## src/design/sics_pkg.sv

```systemverilog
// Package for the servo input control select block
`default_nettype none
package sics_pkg;
    // Input bit positions within the synchronised contact vector
    localparam int unsigned IN_PROP = 0;
    localparam int unsigned IN_STOP = 1;
    localparam int unsigned IN_CLR = 2;
    localparam int unsigned IN_MODE = 3;
    localparam int unsigned IN_SPD1 = 4;
    localparam int unsigned IN_TLIM = 5;
    localparam int unsigned IN_COUNT = 6;

    // Register byte offsets
    localparam logic [7:0] CTRL_OFS = 8'h00;
    localparam logic [7:0] STATUS_OFS = 8'h04;
    localparam logic [7:0] CLRCNT_OFS = 8'h08;

    // Control register fields
    localparam int unsigned CTRL_LEVEL_BIT = 0;
    localparam int unsigned CTRL_MODE_LSB = 1;
    localparam int unsigned CTRL_MODE_W = 3;

    // Status register fields
    localparam int unsigned ST_PROP_BIT = 0;
    localparam int unsigned ST_STOP_BIT = 1;
    localparam int unsigned ST_CLR_BIT = 2;
    localparam int unsigned ST_CTRL_LSB = 3;
    localparam int unsigned ST_SPD_LSB = 5;
    localparam int unsigned ST_IN_LSB = 7;

    // Operating mode settings
    typedef enum logic [2:0] {
        SICS_OP_POS = 3'b000,
        SICS_OP_SPD = 3'b001,
        SICS_OP_TRQ = 3'b010,
        SICS_OP_POS_SPD = 3'b011,
        SICS_OP_SPD_TRQ = 3'b100,
        SICS_OP_TRQ_POS = 3'b101
    } sics_op_t;

    // Active control loop
    typedef enum logic [1:0] {
        SICS_CTRL_POS = 2'b00,
        SICS_CTRL_SPD = 2'b01,
        SICS_CTRL_TRQ = 2'b10
    } sics_ctrl_t;

    // Reset values
    localparam logic CTRL_LEVEL_RST = 1'b0;
    localparam sics_op_t CTRL_MODE_RST = SICS_OP_POS;
    localparam logic [IN_COUNT-1:0] IN_RST = 6'h00;
    localparam logic [15:0] CLRCNT_RST = 16'h0000;
endpackage
`default_nettype wire

```

## src/design/sics_pin_if.sv

```systemverilog
// Carrier between the top module and the contact synchroniser
`timescale 1ns/1ps
`default_nettype none
interface sics_pin_if #(parameter int unsigned N = 6);
    logic [N-1:0] raw;
    logic [N-1:0] level;
    modport src (output raw, input level);
    modport snk (input raw, output level);
endinterface
`default_nettype wire

```

## src/design/sics_sync.sv

```systemverilog
// Three-stage contact synchroniser with agreement filter
`timescale 1ns/1ps
`default_nettype none
module sics_sync
    import sics_pkg::*;
#(
    parameter int unsigned N = 6
) (
    // Clock and reset
    input wire logic mclk_i,
    input wire logic sys_rst_i,
    // Contacts in, filtered levels out
    sics_pin_if.snk pins
);
    logic [N-1:0] s1_q;
    logic [N-1:0] s2_q;
    logic [N-1:0] s3_q;
    logic [N-1:0] lvl_q;

    genvar g;
    generate
        for (g = 0; g < N; g++) begin : g_bit
            always_ff @(posedge mclk_i) begin
                if (sys_rst_i) begin
                    s1_q[g] <= IN_RST[g];
                    s2_q[g] <= IN_RST[g];
                    s3_q[g] <= IN_RST[g];
                    lvl_q[g] <= IN_RST[g];
                end else begin
                    s1_q[g] <= pins.raw[g];
                    s2_q[g] <= s1_q[g];
                    s3_q[g] <= s2_q[g];
                    // Change counts only once two late stages agree
                    if (s2_q[g] == s3_q[g]) begin
                        lvl_q[g] <= s3_q[g];
                    end
                end
            end

        end
    endgenerate

    assign pins.level = lvl_q;
endmodule
`default_nettype wire

```

## src/design/sics_top.sv

```systemverilog
// Servo contact input decoder with APB control and status
//
// The APB slave port and the register offsets are this design's own decisions.
`timescale 1ns/1ps
`default_nettype none
module sics_top
    import sics_pkg::*;
(
    // Clock and reset
    input wire logic mclk_i,
    input wire logic sys_rst_i,
    // APB slave
    input wire logic psel_i,
    input wire logic penable_i,
    input wire logic pwrite_i,
    input wire logic [7:0] paddr_i,
    input wire logic [31:0] pwdata_i,
    output logic [31:0] prdata_o,
    output logic pready_o,
    output logic pslverr_o,
    // Contact inputs, 1 means shorted to signal common
    input wire logic proportional_hold_input_i,
    input wire logic forced_stop_input_i,
    input wire logic droop_clear_input_i,
    input wire logic mode_change_input_i,
    input wire logic speed_select_low_i,
    input wire logic torque_limit_select_i,
    // Decoded controls
    output logic prop_only_o,
    output logic forced_stop_o,
    output logic servo_enable_o,
    output logic dyn_brake_o,
    output logic droop_clear_o,
    output sics_pkg::sics_ctrl_t ctrl_mode_o,
    output logic [1:0] speed_sel_o,
    output logic torque_limit_en_o
);
    import sics_pkg::*;

    sics_pin_if #(.N(IN_COUNT)) pins ();

    logic [IN_COUNT-1:0] lv;
    logic clr_prev_q;
    logic level_mode_q;
    sics_op_t op_mode_q;
    logic [15:0] clr_cnt_q;
    logic clr_edge;
    sics_ctrl_t ctrl_d;
    logic [1:0] spd_d;
    logic dual_mode;
    logic [31:0] rdata_d;
    logic rerr_d;
    logic apb_write;

    assign pins.raw = {torque_limit_select_i, speed_select_low_i, mode_change_input_i,
                       droop_clear_input_i, forced_stop_input_i, proportional_hold_input_i};

    sics_sync #(.N(IN_COUNT)) u_sync (
        .mclk_i(mclk_i),
        .sys_rst_i(sys_rst_i),
        .pins(pins.snk)
    );

    assign lv = pins.level;

    // Proportional-only loop and torque limit follow their contacts
    always_ff @(posedge mclk_i) begin
        if (sys_rst_i) begin
            prop_only_o <= 1'b0;
            torque_limit_en_o <= 1'b0;
        end else begin
            prop_only_o <= lv[IN_PROP];
            torque_limit_en_o <= lv[IN_TLIM];
        end
    end

    // Forced stop; held in stop through reset so the motor never starts unasked
    always_ff @(posedge mclk_i) begin
        if (sys_rst_i) begin
            forced_stop_o <= 1'b1;
            servo_enable_o <= 1'b0;
            dyn_brake_o <= 1'b1;
        end else if (!lv[IN_STOP]) begin
            forced_stop_o <= 1'b1;
            servo_enable_o <= 1'b0;
            dyn_brake_o <= 1'b1;
        end else if (forced_stop_o) begin
            forced_stop_o <= 1'b0;
            servo_enable_o <= 1'b1;
            dyn_brake_o <= 1'b0;
        end
    end

    // Droop clear: edge mode gives one pulse, level mode follows the contact
    assign clr_edge = lv[IN_CLR] && !clr_prev_q;

    always_ff @(posedge mclk_i) begin
        if (sys_rst_i) begin
            clr_prev_q <= 1'b0;
            droop_clear_o <= 1'b0;
        end else begin
            clr_prev_q <= lv[IN_CLR];
            if (level_mode_q) begin
                droop_clear_o <= lv[IN_CLR];
            end else begin
                droop_clear_o <= clr_edge;
            end
        end
    end

    // Counts leading edges; the host's minimum width keeps bounce out of it
    always_ff @(posedge mclk_i) begin
        if (sys_rst_i) begin
            clr_cnt_q <= CLRCNT_RST;
        end else if (clr_edge) begin
            clr_cnt_q <= clr_cnt_q + 16'h0001;
        end
    end

    // Control mode and speed source selection
    assign dual_mode = (op_mode_q == SICS_OP_POS_SPD) || (op_mode_q == SICS_OP_SPD_TRQ)
                       || (op_mode_q == SICS_OP_TRQ_POS);

    always_comb begin
        ctrl_d = SICS_CTRL_POS;
        case (op_mode_q)
            SICS_OP_POS: begin
                ctrl_d = SICS_CTRL_POS;
            end
            SICS_OP_SPD: begin
                ctrl_d = SICS_CTRL_SPD;
            end
            SICS_OP_TRQ: begin
                ctrl_d = SICS_CTRL_TRQ;
            end
            SICS_OP_POS_SPD: begin
                ctrl_d = lv[IN_MODE] ? SICS_CTRL_SPD : SICS_CTRL_POS;
            end
            SICS_OP_SPD_TRQ: begin
                ctrl_d = lv[IN_MODE] ? SICS_CTRL_TRQ : SICS_CTRL_SPD;
            end
            SICS_OP_TRQ_POS: begin
                ctrl_d = lv[IN_MODE] ? SICS_CTRL_POS : SICS_CTRL_TRQ;
            end
            default: begin
                ctrl_d = SICS_CTRL_POS;
            end
        endcase
    end

    // In single modes the mode pin doubles as the upper speed select bit
    always_comb begin
        if (dual_mode) begin
            spd_d = {1'b0, lv[IN_SPD1]};
        end else begin
            spd_d = {lv[IN_MODE], lv[IN_SPD1]};
        end
    end

    always_ff @(posedge mclk_i) begin
        if (sys_rst_i) begin
            ctrl_mode_o <= SICS_CTRL_POS;
            speed_sel_o <= 2'h0;
        end else begin
            ctrl_mode_o <= ctrl_d;
            speed_sel_o <= spd_d;
        end
    end

    // APB: answer is ready in the first access cycle, no wait states
    assign apb_write = psel_i && penable_i && pready_o && pwrite_i;

    always_comb begin
        rdata_d = 32'h00000000;
        rerr_d = 1'b0;
        case (paddr_i)
            CTRL_OFS: begin
                rdata_d[CTRL_LEVEL_BIT] = level_mode_q;
                rdata_d[CTRL_MODE_LSB +: CTRL_MODE_W] = op_mode_q;
            end
            STATUS_OFS: begin
                rdata_d[ST_PROP_BIT] = prop_only_o;
                rdata_d[ST_STOP_BIT] = forced_stop_o;
                rdata_d[ST_CLR_BIT] = droop_clear_o;
                rdata_d[ST_CTRL_LSB +: 2] = ctrl_mode_o;
                rdata_d[ST_SPD_LSB +: 2] = speed_sel_o;
                rdata_d[ST_IN_LSB +: IN_COUNT] = lv;
            end
            CLRCNT_OFS: begin
                rdata_d[15:0] = clr_cnt_q;
            end
            default: begin
                rerr_d = 1'b1;
            end
        endcase
    end

    always_ff @(posedge mclk_i) begin
        if (sys_rst_i) begin
            pready_o <= 1'b0;
            pslverr_o <= 1'b0;
            prdata_o <= 32'h00000000;
        end else if (psel_i && !penable_i) begin
            pready_o <= 1'b1;
            pslverr_o <= rerr_d;
            prdata_o <= pwrite_i ? 32'h00000000 : rdata_d;
        end else begin
            pready_o <= 1'b0;
            pslverr_o <= 1'b0;
            prdata_o <= 32'h00000000;
        end
    end

    // Unknown mode codes are kept out so the decode never falls to its default
    always_ff @(posedge mclk_i) begin
        if (sys_rst_i) begin
            level_mode_q <= CTRL_LEVEL_RST;
            op_mode_q <= CTRL_MODE_RST;
        end else if (apb_write && paddr_i == CTRL_OFS) begin
            level_mode_q <= pwdata_i[CTRL_LEVEL_BIT];
            if (pwdata_i[CTRL_MODE_LSB +: CTRL_MODE_W] <= SICS_OP_TRQ_POS) begin
                op_mode_q <= sics_op_t'(pwdata_i[CTRL_MODE_LSB +: CTRL_MODE_W]);
            end
        end
    end
endmodule
`default_nettype wire

```

## config.mk

```make
export PLATFORM = sky130hd
export DESIGN_NAME = sics_top
export DESIGN_NICKNAME = d
export VERILOG_FILES = /design/src/design/sics_pkg.sv /design/src/design/sics_pin_if.sv /design/src/design/sics_sync.sv /design/src/design/sics_top.sv
export SDC_FILE = /design/constraint.sdc
export NUM_CORES = 1
export LEC_CHECK = 0
export ABC_AREA = 1
export BUFFER_PORTS_ARGS = -buffer_cell sky130_fd_sc_hd__buf_2
export CORE_UTILIZATION = 25
export DETAILED_ROUTE_END_ITERATION = 10
export PLACE_DENSITY = 0.43
export SLEW_MARGIN = 20
export SYNTH_ARGS = -nofsm -noshare
export SYNTH_HDL_FRONTEND = slang
export SYNTH_SLANG_ARGS = --single-unit
```

## constraint.sdc

```tcl
create_clock -name mclk_i -period 1.5 [get_ports mclk_i]
set_input_delay 0.225 -clock mclk_i [delete_from_list [all_inputs] [get_ports mclk_i]]
set_output_delay 0.225 -clock mclk_i [all_outputs]
set_load 0.1 [all_outputs]
```

# Yosys cells after proc, flatten, opt, wreduce, memory -nomap -nowiden
# Index checks and enable logic that the tools add are counted.
[word_totals]
register_bits = 89
inputBits = 51
out_inout_bits = 44
[classes]
addsub = 1
order_cmp = 1
eq_ne = 13
n_mux = 10
n_bitwise = 3
reduce_logical = 18
[ops]
columns = ["operator", "n"]
rows = [
  ["9-bit one-hot mux with 2 select lines", 1],
  ["16-bit by 1-bit adder with 16-bit output (second input constant)", 1],
  ["4-bit one-hot mux with 3 select lines", 1],
  ["2-bit one-hot mux with 5 select lines", 1],
  ["8-bit by 3-bit equality test with 1-bit output (second input constant)", 1],
  ["8-bit by 4-bit equality test with 1-bit output (second input constant)", 1],
  ["8-bit logical NOT", 1],
  ["1-bit equality test", 6],
  ["3-bit by 2-bit equality test with 1-bit output (second input constant)", 2],
  ["3-bit equality test (second input constant)", 2],
  ["1-bit logical AND", 6],
  ["2-bit OR reduction", 3],
  ["3-bit OR reduction", 2],
  ["1-bit two-way mux", 5],
  ["2-bit two-way mux", 2],
  ["4-bit OR reduction", 1],
  ["3-bit by 1-bit equality test with 1-bit output (second input constant)", 1],
  ["3-bit less-or-equal comparator (second input constant)", 1],
  ["1-bit inverter", 3],
  ["1-bit logical NOT", 2],
  ["1-bit logical OR", 2],
  ["2-bit AND reduction", 1],
]

# Logic depth before layout (Yosys ltp)
# Gate-level depths: netlist of run 1.
[depth]
depth_word = 5
ltp_mapped = 9

# Hierarchy
# A second synthesis of run 1 with hierarchy kept.
[unflattened]
cells_unflattened = 384
hier_area_um2 = 2930.3
[modules_own_cells]
columns = ["module", "n_inst", "cells_per_inst", "area_per_inst_um2", "seq_area_each_um2"]
rows = [
  ["sics_top", 1, 303, 2205.9, 980.9],
  ["sics_sync", 1, 81, 724.4, 480.5],
]

# Worst setup path after synthesis of run 1
# OpenSTA, ideal clock, no wires.
[synth_timing]
path_type = "register to register"
from = "reg pready_o"
to = "reg op_mode_q[0]"
arrival_ns = 1.507
t_required_ns = 1.387
path_slack_ns = -0.120
stages_incl_launch_ff = 6
n_path_buf = 0
path_cell_list = "dfxtp_1 nand2_1 nor2_1 nand3_2 nor2_1 nor2_1"
[synth_via]
elab_chain_cells = 4
[synth_lines]
columns = ["element", "line", "text"]
rows = [
  ["start: declaration", "sics_top.sv:19", "output logic pready_o,"],
  ["start signal: assignment", "sics_top.sv:200", "pready_o <= 1'b0;"],
  ["start signal: assignment", "sics_top.sv:204", "pready_o <= 1'b1;"],
  ["start signal: assignment", "sics_top.sv:208", "pready_o <= 1'b0;"],
  ["1-bit logical AND (2 in a row)", "sics_top.sv:171", "assign apb_write = psel_i && penable_i && pready_o && pwrite_i;"],
  ["1-bit logical AND", "sics_top.sv:219", "end else if (apb_write && paddr_i == CTRL_OFS) begin"],
  ["2-bit AND reduction (no line)", "-", ""],
  ["end signal: assignment", "sics_top.sv:222", "op_mode_q <= sics_op_t'(pwdata_i[CTRL_MODE_LSB +: CTRL_MODE_W]);"],
  ["end: declaration", "sics_top.sv:45", "sics_op_t op_mode_q;"],
]
# No other way between the ends.
# A chain may end at the register's enable or synchronous reset.

# Final worst setup path of run 1
[layout_timing]
from = "reg ctrl_mode_o[1]"
to = "out ctrl_mode_o[1]"
[layout_rtl]
columns = ["element", "line", "text"]
rows = [
  ["start: declaration", "sics_top.sv:34", "output sics_pkg::sics_ctrl_t ctrl_mode_o,"],
  ["start signal: assignment", "sics_top.sv:165", "ctrl_mode_o <= ctrl_d;"],
]
# No word-level cell between the ends.

==> results of run 1 <==
[layout by cell type (no fill, tap or decap)]
cell and instances:
sky130_fd_sc_hd__dfxtp_2 1, sky130_fd_sc_hd__nor3_2 1, sky130_fd_sc_hd__a21oi_2 1, sky130_fd_sc_hd__inv_1 51, sky130_fd_sc_hd__nor2_1 83, sky130_fd_sc_hd__clkbuf_8 1
sky130_fd_sc_hd__a221oi_1 1, sky130_fd_sc_hd__clkbuf_16 9, sky130_fd_sc_hd__xor2_1 1, sky130_fd_sc_hd__nand2_4 1, sky130_fd_sc_hd__inv_2 5, sky130_fd_sc_hd__nand4_1 4
sky130_fd_sc_hd__buf_2 50, sky130_fd_sc_hd__buf_4 6, sky130_fd_sc_hd__nand3_1 18, sky130_fd_sc_hd__o21ai_1 3, sky130_fd_sc_hd__nor3b_1 1, sky130_fd_sc_hd__nand3_4 1
sky130_fd_sc_hd__a31oi_1 1, sky130_fd_sc_hd__a21oi_1 13, sky130_fd_sc_hd__nand3_2 3, sky130_fd_sc_hd__nor3_1 5, sky130_fd_sc_hd__bufinv_16 1, sky130_fd_sc_hd__nand2_1 58
sky130_fd_sc_hd__dfxtp_1 72, sky130_fd_sc_hd__clkinvlp_4 2, sky130_fd_sc_hd__a211oi_1 1, sky130_fd_sc_hd__o21ai_2 7, sky130_fd_sc_hd__nor2_2 7, sky130_fd_sc_hd__ha_1 1
sky130_fd_sc_hd__o21a_1 1, sky130_fd_sc_hd__clkinv_2 2, sky130_fd_sc_hd__nand2_2 6, sky130_fd_sc_hd__conb_1 16, sky130_fd_sc_hd__nor4b_1 1, sky130_fd_sc_hd__o21ai_0 4
sky130_fd_sc_hd__clkbuf_1 1, sky130_fd_sc_hd__nor2_4 6
[flip-flops by register name (all words and copies together), names as in the netlist, 2 cells and up]
| name | cells |
|---|---|
| u_sync.s3_q | 6 |
| clr_cnt_q | 16 |
| speed_sel_o | 2 |
| u_sync.s2_q | 6 |
| op_mode_q | 3 |
| prdata_o | 16 |
| u_sync.s1_q | 6 |
| u_sync.pins.level | 6 |
| ctrl_mode_o | 2 |
[area by class of cell]
| class | count | area share, % |
|---|---|---|
| flip-flops and latches | 73 | 40.3 |
| multi-input cells | 245 | 32.6 |
| repair buffers | 56 | 8.14 |
| clock buffers | 11 | 6.69 |
| inverters | 56 | 5.79 |
| well taps | 143 | 4.93 |
| clock inverters | 5 | 1.52 |
[stage by stage]
step	instances	util (%)	total power [mW]	hold slack, ns
floorplan	397	-	2.30	0.319
global placement	573	28.9	2.32	0.389
detailed placement	573	28.9	2.32	0.394
CTS	589	31.5	4.46	0.0883
global route	589	31.5	4.58	0.0975
finish	589	31.5	4.39	0.0998
[power groups by stage]
stage,registers (mW),clock network [mW],logic (mW)
final,1.97,2.11,0.305
after global routing,1.97,2.29,0.324
after CTS,1.97,2.18,0.308
after detailed placement,2.01,0,0.307
after global placement,2.01,0,0.304
after floorplan,2.03,0,0.269
[worst register-to-register path: stages (launching register included)]
cell	delay, ns
sky130_fd_sc_hd__dfxtp_1	0.33
sky130_fd_sc_hd__ha_1	0.23
sky130_fd_sc_hd__nand2_2	0.09
sky130_fd_sc_hd__nor2_4	0.14
sky130_fd_sc_hd__nand2_4	0.08
sky130_fd_sc_hd__nor2_2	0.13
sky130_fd_sc_hd__nand2_1	0.07
sky130_fd_sc_hd__nand2_1	0.07
sky130_fd_sc_hd__a21oi_2	0.03
[routing by layer]
metal	vias up	global-route usage [%]	routed length [um]
met5	-	0	0
met4	0	6.49	111
met3	8	2.90	231
met2	41	17.4	2910
met1	1041	14.3	3120
li1	1269	-	-
[final timing paths]
kind	slack, ns	start	to
setup / recovery	0.15	ctrl_mode_o[1]	ctrl_mode_o[1]
hold reg to reg	0.40	u_sync.s1_q[1]	u_sync.s2_q[1]
hold / removal	0.1	speed_select_low_i	u_sync.s1_q[4]
setup reg to reg	0.22	clr_cnt_q[0]	clr_cnt_q[10]
[logic make-up (layout without fill, tap and decap cells)]
logic type / Yosys count / count (layout) / share of synthesized area [%]
XOR/XNOR: 1 / 1 / 0.295
AND/OR/NAND/NOR: 195 / 195 / 30.4
flip-flops: 73 / 73 / 49.2
adder cells (fa/ha/maj): 1 / 1 / 0.421
buffers and inverters: 79 / 128 / 12.8
AO/OA/AOI/OAI: 32 / 32 / 6.74
other: 1 / 16 / 0.126
==> out/qor.yml, run 1 <==
grt:
  grt_antenna_before_repair: 0
  grt_overflow: 0
  grt_pass1_wl_mm: 10.7
  grt.total_usage_pct: 11.3
  grt_start_max_net_pins: 31
  first_global_vias: 2213
floorplanning:
  count_of_pins_on_the_block_boundary: 95
  die_area_sq_mm: 0.0123
  initial_utilization_pct: 25.8
  floorplan.rows: 39
  die_x_extent_um: 111
  die_height_um: 111
  core_region_area_sq_mm: 0.0115
synth:
  cell_types_occupying_the_most_area_after_synthesis: "sky130_fd_sc_hd__dfxtp_1 (49%), sky130_fd_sc_hd__nor2_1 (10%), sky130_fd_sc_hd__nand2_1 (7.3%)"
  synthesis.area_per_instance_sq_um: 7.78
  synth_commonest_cells: "sky130_fd_sc_hd__nor2_1 (83), sky130_fd_sc_hd__dfxtp_1 (73), sky130_fd_sc_hd__nand2_1 (58), sky130_fd_sc_hd__inv_1 (51)"
  ys_warn_count: 0
  most_used_dff_post_synth: "sky130_fd_sc_hd__dfxtp_1"
  yosys.cell_count.top_type: "sky130_fd_sc_hd__nor2_1"
  synth.distinct_cells: 33
  synth_seq_area_share_pct: 49.2
  yosys_register_bits: 73
  ys_async_sr_fraction_pct: 0
  post-synth-top-area-cell: "sky130_fd_sc_hd__dfxtp_1"
  yosys.area.top_type_share_pct: 49.2
  mappedNetlistArea_sq_mm: 0.00297
  synth_enable_flop_cells: 0
  synthesis.instances: 382
detailed_routing:
  wl_mm: 6.36
  antenna_left: 0
  detailedRoute.firstIterationViolations: 111
  drt_first_pass_iters: 7
  via_count: 2359
  drc: 6
  routed_wire_length_per_instance_um: 10.8
  routed_via_density: 4.01
placement:
  place_congestion: 0.751
  hpwlAfterDp_mm: 4.76
  post-place-ws_ns: 0.148
  placement.io_buffers: 50
  place_area_sq_mm: 0.00333
clock_network:
  cts_max_level: 3
  cts.sinks: 73
  clkTransAtPathRegs_ns: 0.06
  ctsHoldBuffers: 0
  clock_tree_from_tritoncts: "built"
  cts.repair_timing.setup_buffer_count: 0
  clk_latency_ns: 0.32
  cts.repair.resized: 0
  cts-buffers-inserted: 9
  clk_root_buffer_cell: "sky130_fd_sc_hd__clkbuf_16"
  cts_buffer_depth: 2
critical_path:
  timing.critical_path.fanout_max: 2
  path_cells: "buf_2"
  cp-end-kind: "output pin"
  crit_path_max_incr_delay_ns: 0.44
  timing.critical_path.depth: 1
  path_buf_inv: 1
  critical_path_arrival_ns: 1.13
  critical-path-top-delay-family: "buffers and inverters"
  worst-setup-path-type: "register to output pin"
  cp_slowest_cell: "sky130_fd_sc_hd__buf_2"
  cp-start-kind: "register"
  ff2ff_path_depth: 8
  critical_path_required_ns: 1.27
timing:
  timing.final.setup_violations: 0
  slew_limit_fails: 0
  setup_tns_ns: 0
  fin_ws_ns: 0.150
  fmaxAchievable_mhz: 741
  hold_violations: 0
  layout_min_cycle_time_ns: 1.35
  fin_crit_sh_pct: 90.0
  grt_setup_unrepaired: "no"
  finalClockSkew_ns: 0.00271
pwr:
  power.share.switching_pct: 24.0
  relative_contribution_of_the_clock_network_to_total_power_pct: 48.1
  internal-power_mw: 3.33
  peakVddDrop_v: 0.000423
  power.density_cell_area_mw_per_mm2: 1210
  seq_pwr_share_pct: 44.9
  power.leakage_nw: 1.58
  switchingPower_mw: 1.05
  p_comb_share_pct: 7.0
cells_and_area:
  register_area_sq_mm: 0.00146
  area_of_all_placed_cells_without_fillers_sq_mm: 0.00363
  number_of_filler_instances_in_the_final_layout: 1273
  layout-area-overhead-vs-synth_pct: 22.1
  n_antenna_cell: 0
  post_route_cells_drive_above_1_share_pct: 24.7
  post_layout_net_count: 493
  multi_input_area_sq_mm: 0.00118
outcome:
  run_status: "finished, violations left"
  violations: "design-rule violations"
min_path:
  hold_depth: 3
  hold_path.class: "input pin to register"
run:
  maxCapViolations: 0
Note: power is estimated with default switching activity, not from simulation.
==> run 2: changes to the inputs <==
--- a/config.mk
+++ b/config.mk
@@ -10,6 +10,7 @@
 export CORE_UTILIZATION = 25
 export DETAILED_ROUTE_END_ITERATION = 10
 export PLACE_DENSITY = 0.43
+export SETUP_SLACK_MARGIN = 0.3
 export SLEW_MARGIN = 20
 export SYNTH_ARGS = -nofsm -noshare
 export SYNTH_HDL_FRONTEND = slang
==> run 2 against run 1 <==
Against the previous run: the flow still finishes with violations (design-rule violations); combinational power is essentially flat; hold slack lost 0.0041 ns; first-iteration DRC count grew 23%; design area grew 4.9%; die area is the same; cell count is the same; clock skew grew 0.0025 ns; via count shrank 0.47%; flip-flop and latch count is the same; global-route usage is essentially flat; fmax grew 15%; register-to-register slack gained 0.11 ns; critical path type is now register to register.
==> out/qor.yml, run 2 (synthesis gave the netlist of run 1 again) <==
critical_path:
  critical-path-top-delay-family: "simple AND/OR/NAND/NOR gates"
  crit_path_max_incr_delay_ns: 0.36
  path_cells: "ha_4 -> nand2_4 -> nor2_4 -> nand2_4 -> inv_2 -> nand2_2 -> o21ai_1 -> nor2_1"
  cp-end-kind: "register"
  critical_path_arrival_ns: 1.40
  timing.reg2reg.setup_slack_ns: 0.33
  path_buf_inv: 1
  cp_slowest_cell: "sky130_fd_sc_hd__dfxtp_4"
  critical_path_required_ns: 1.72
  timing.rr.start: "clr_cnt_q[1]"
  cp-start-kind: "register"
  timing.critical_path.fanout_max: 3
  crit_path_start: "clr_cnt_q[1]"
  worst-setup-path-type: "register to register"
  critical-path-top-cell-by-count: "sky130_fd_sc_hd__nand2_4"
clock_network:
  clk_latency_ns: 0.33
  clkTransAtPathRegs_ns: 0.05
  cts.sinks: 73
  ctsHoldBuffers: 0
  clock_tree_from_tritoncts: "built"
  cts-buffers-inserted: 9
  clk_root_buffer_cell: "sky130_fd_sc_hd__clkbuf_16"
  cts_max_level: 3
  cts_buffer_depth: 2
pwr:
  seq_pwr_share_pct: 44.5
  power.share.switching_pct: 23.6
  p_comb_share_pct: 6.9
  relative_contribution_of_the_clock_network_to_total_power_pct: 48.6
  power.density_cell_area_mw_per_mm2: 1160
  power.leakage_nw: 1.61
  internal-power_mw: 3.37
  totalPowerFinal_mw: 4.42
  switchingPower_mw: 1.04
  peakVddDrop_v: 0.000507
timing:
  layout_min_cycle_time_ns: 1.17
  hold_violations: 0
  fin_crit_sh_pct: 78.2
  slew_limit_fails: 0
  timing.final.setup_violations: 0
  grt_setup_unrepaired: "yes"
  finalClockSkew_ns: 0.00520
  setup_tns_ns: 0
  fmaxAchievable_mhz: 853
cells_and_area:
  number_of_filler_instances_in_the_final_layout: 1230
  layout.cells.most_common: "sky130_fd_sc_hd__nor2_1"
  post_layout_net_count: 494
  finalNonFillerCells: 589
  most_frequent_cells_in_the_layout: "sky130_fd_sc_hd__nor2_1 (80), sky130_fd_sc_hd__dfxtp_1 (59), sky130_fd_sc_hd__nand2_1 (57), sky130_fd_sc_hd__inv_1 (51), sky130_fd_sc_hd__buf_4 (29)"
  area_of_all_placed_cells_without_fillers_sq_mm: 0.00381
  post_route_cells_drive_above_1_share_pct: 28.5
  layout-area-overhead-vs-synth_pct: 28.1
  n_antenna_cell: 0
  layout_top_registers: "clr_cnt_q x16, prdata_o x16"
grt:
  first_global_vias: 2337
  grt_antenna_before_repair: 0
  grt_start_max_net_pins: 31
  grt.total_usage_pct: 11.3
  grt_overflow: 0
  grt_pass1_wl_mm: 10.9
placement:
  place_congestion: 0.749
  place_inst: 571
  place_area_sq_mm: 0.00333
  hpwlAfterDp_mm: 4.73
  placement.io_buffers: 50
floorplanning:
  die_x_extent_um: 111
  die_area_sq_mm: 0.0123
  count_of_pins_on_the_block_boundary: 95
  initial_utilization_pct: 25.8
  die_height_um: 111
  floorplan.rows: 39
  core_region_area_sq_mm: 0.0115
detailed_routing:
  routed_wire_length_per_instance_um: 11.1
  routed_via_density: 3.99
  drt_first_pass_iters: 7
  drc: 11
  antenna_left: 0
  detailedRoute.firstIterationViolations: 137
  wl_mm: 6.51
  via_count: 2348
min_path:
  hold_path.class: "input pin to register"
  worstHoldStart: "proportional_hold_input_i"
outcome:
  violations: "design-rule violations"
  run_status: "finished, violations left"
run:
  maxCapViolations: 0
[run 2: stage by stage]
step | worst slack (ns) | hold slack (ns) | util (%)
after detailed placement | 0.160 | 0.396 | 28.9
after global placement | 0.167 | 0.390 | 28.9
after CTS | 0.294 | 0.0876 | 32.6
after floorplan | 0.309 | 0.319 | -
after global routing | 0.253 | 0.0935 | 33.1
final | 0.327 | 0.0957 | 33.1
[run 2: power groups by stage]
stage	sequential (mW)	clock (mW)	combinational, mW
after floorplan	2.03	0	0.269
after global placement	2.01	0	0.303
after detailed placement	2.01	0	0.306
after CTS	1.97	2.20	0.308
after global routing	1.97	2.28	0.327
final	1.96	2.15	0.306
[run 2: cell type report]
cell class | count | area, sq um | area share (%)
Inverter | 56 | 210 | 5.52
Sequential cell | 73 | 1490 | 39.1
Clock buffer | 13 | 260 | 6.84
Tap cell | 143 | 179 | 4.70
Timing Repair Buffer | 57 | 395 | 10.4
Multi-Input combinational cell | 245 | 1230 | 32.4
Clock inverter | 2 | 37.5 | 0.986
[run 2: routing by layer]
layer  vias up  GRT usage (%)  part of all wire, %
li1       1256              -                    -
met1      1036           14.1                   48
met2        44           18.1                   46
met3        12           3.01                  3.9
met4         0           5.68                  2.1
met5         -              0                    0
[run 2: final timing paths]
kind / end / cells after the start
hold reg to reg: u_sync.s2_q[3] / 2
setup reg to reg: clr_cnt_q[8] / 8
setup / recovery: clr_cnt_q[8] / 8
hold / removal: u_sync.s1_q[0] / 3
[run 2: worst reg2reg max path, cell delays in order (launching register included)]
cell	delay (ns)
sky130_fd_sc_hd__dfxtp_4	0.36
sky130_fd_sc_hd__ha_4	0.15
sky130_fd_sc_hd__nand2_4	0.05
sky130_fd_sc_hd__nor2_4	0.12
sky130_fd_sc_hd__nand2_4	0.09
sky130_fd_sc_hd__inv_2	0.07
sky130_fd_sc_hd__nand2_2	0.06
sky130_fd_sc_hd__o21ai_1	0.13
sky130_fd_sc_hd__nor2_1	0.05
[run 2: timing repair]
| item | CTS | global route |
|---|---|---|
| cloned | 0 | 0 |
| endpoints found under the hold margin | 0 | 0 |
| pin swaps | 1 | 3 |
| buffers inserted | 3 | 0 |
| resized for setup | 36 | 16 |
| endpoints found under the setup margin | 36 | 18 |
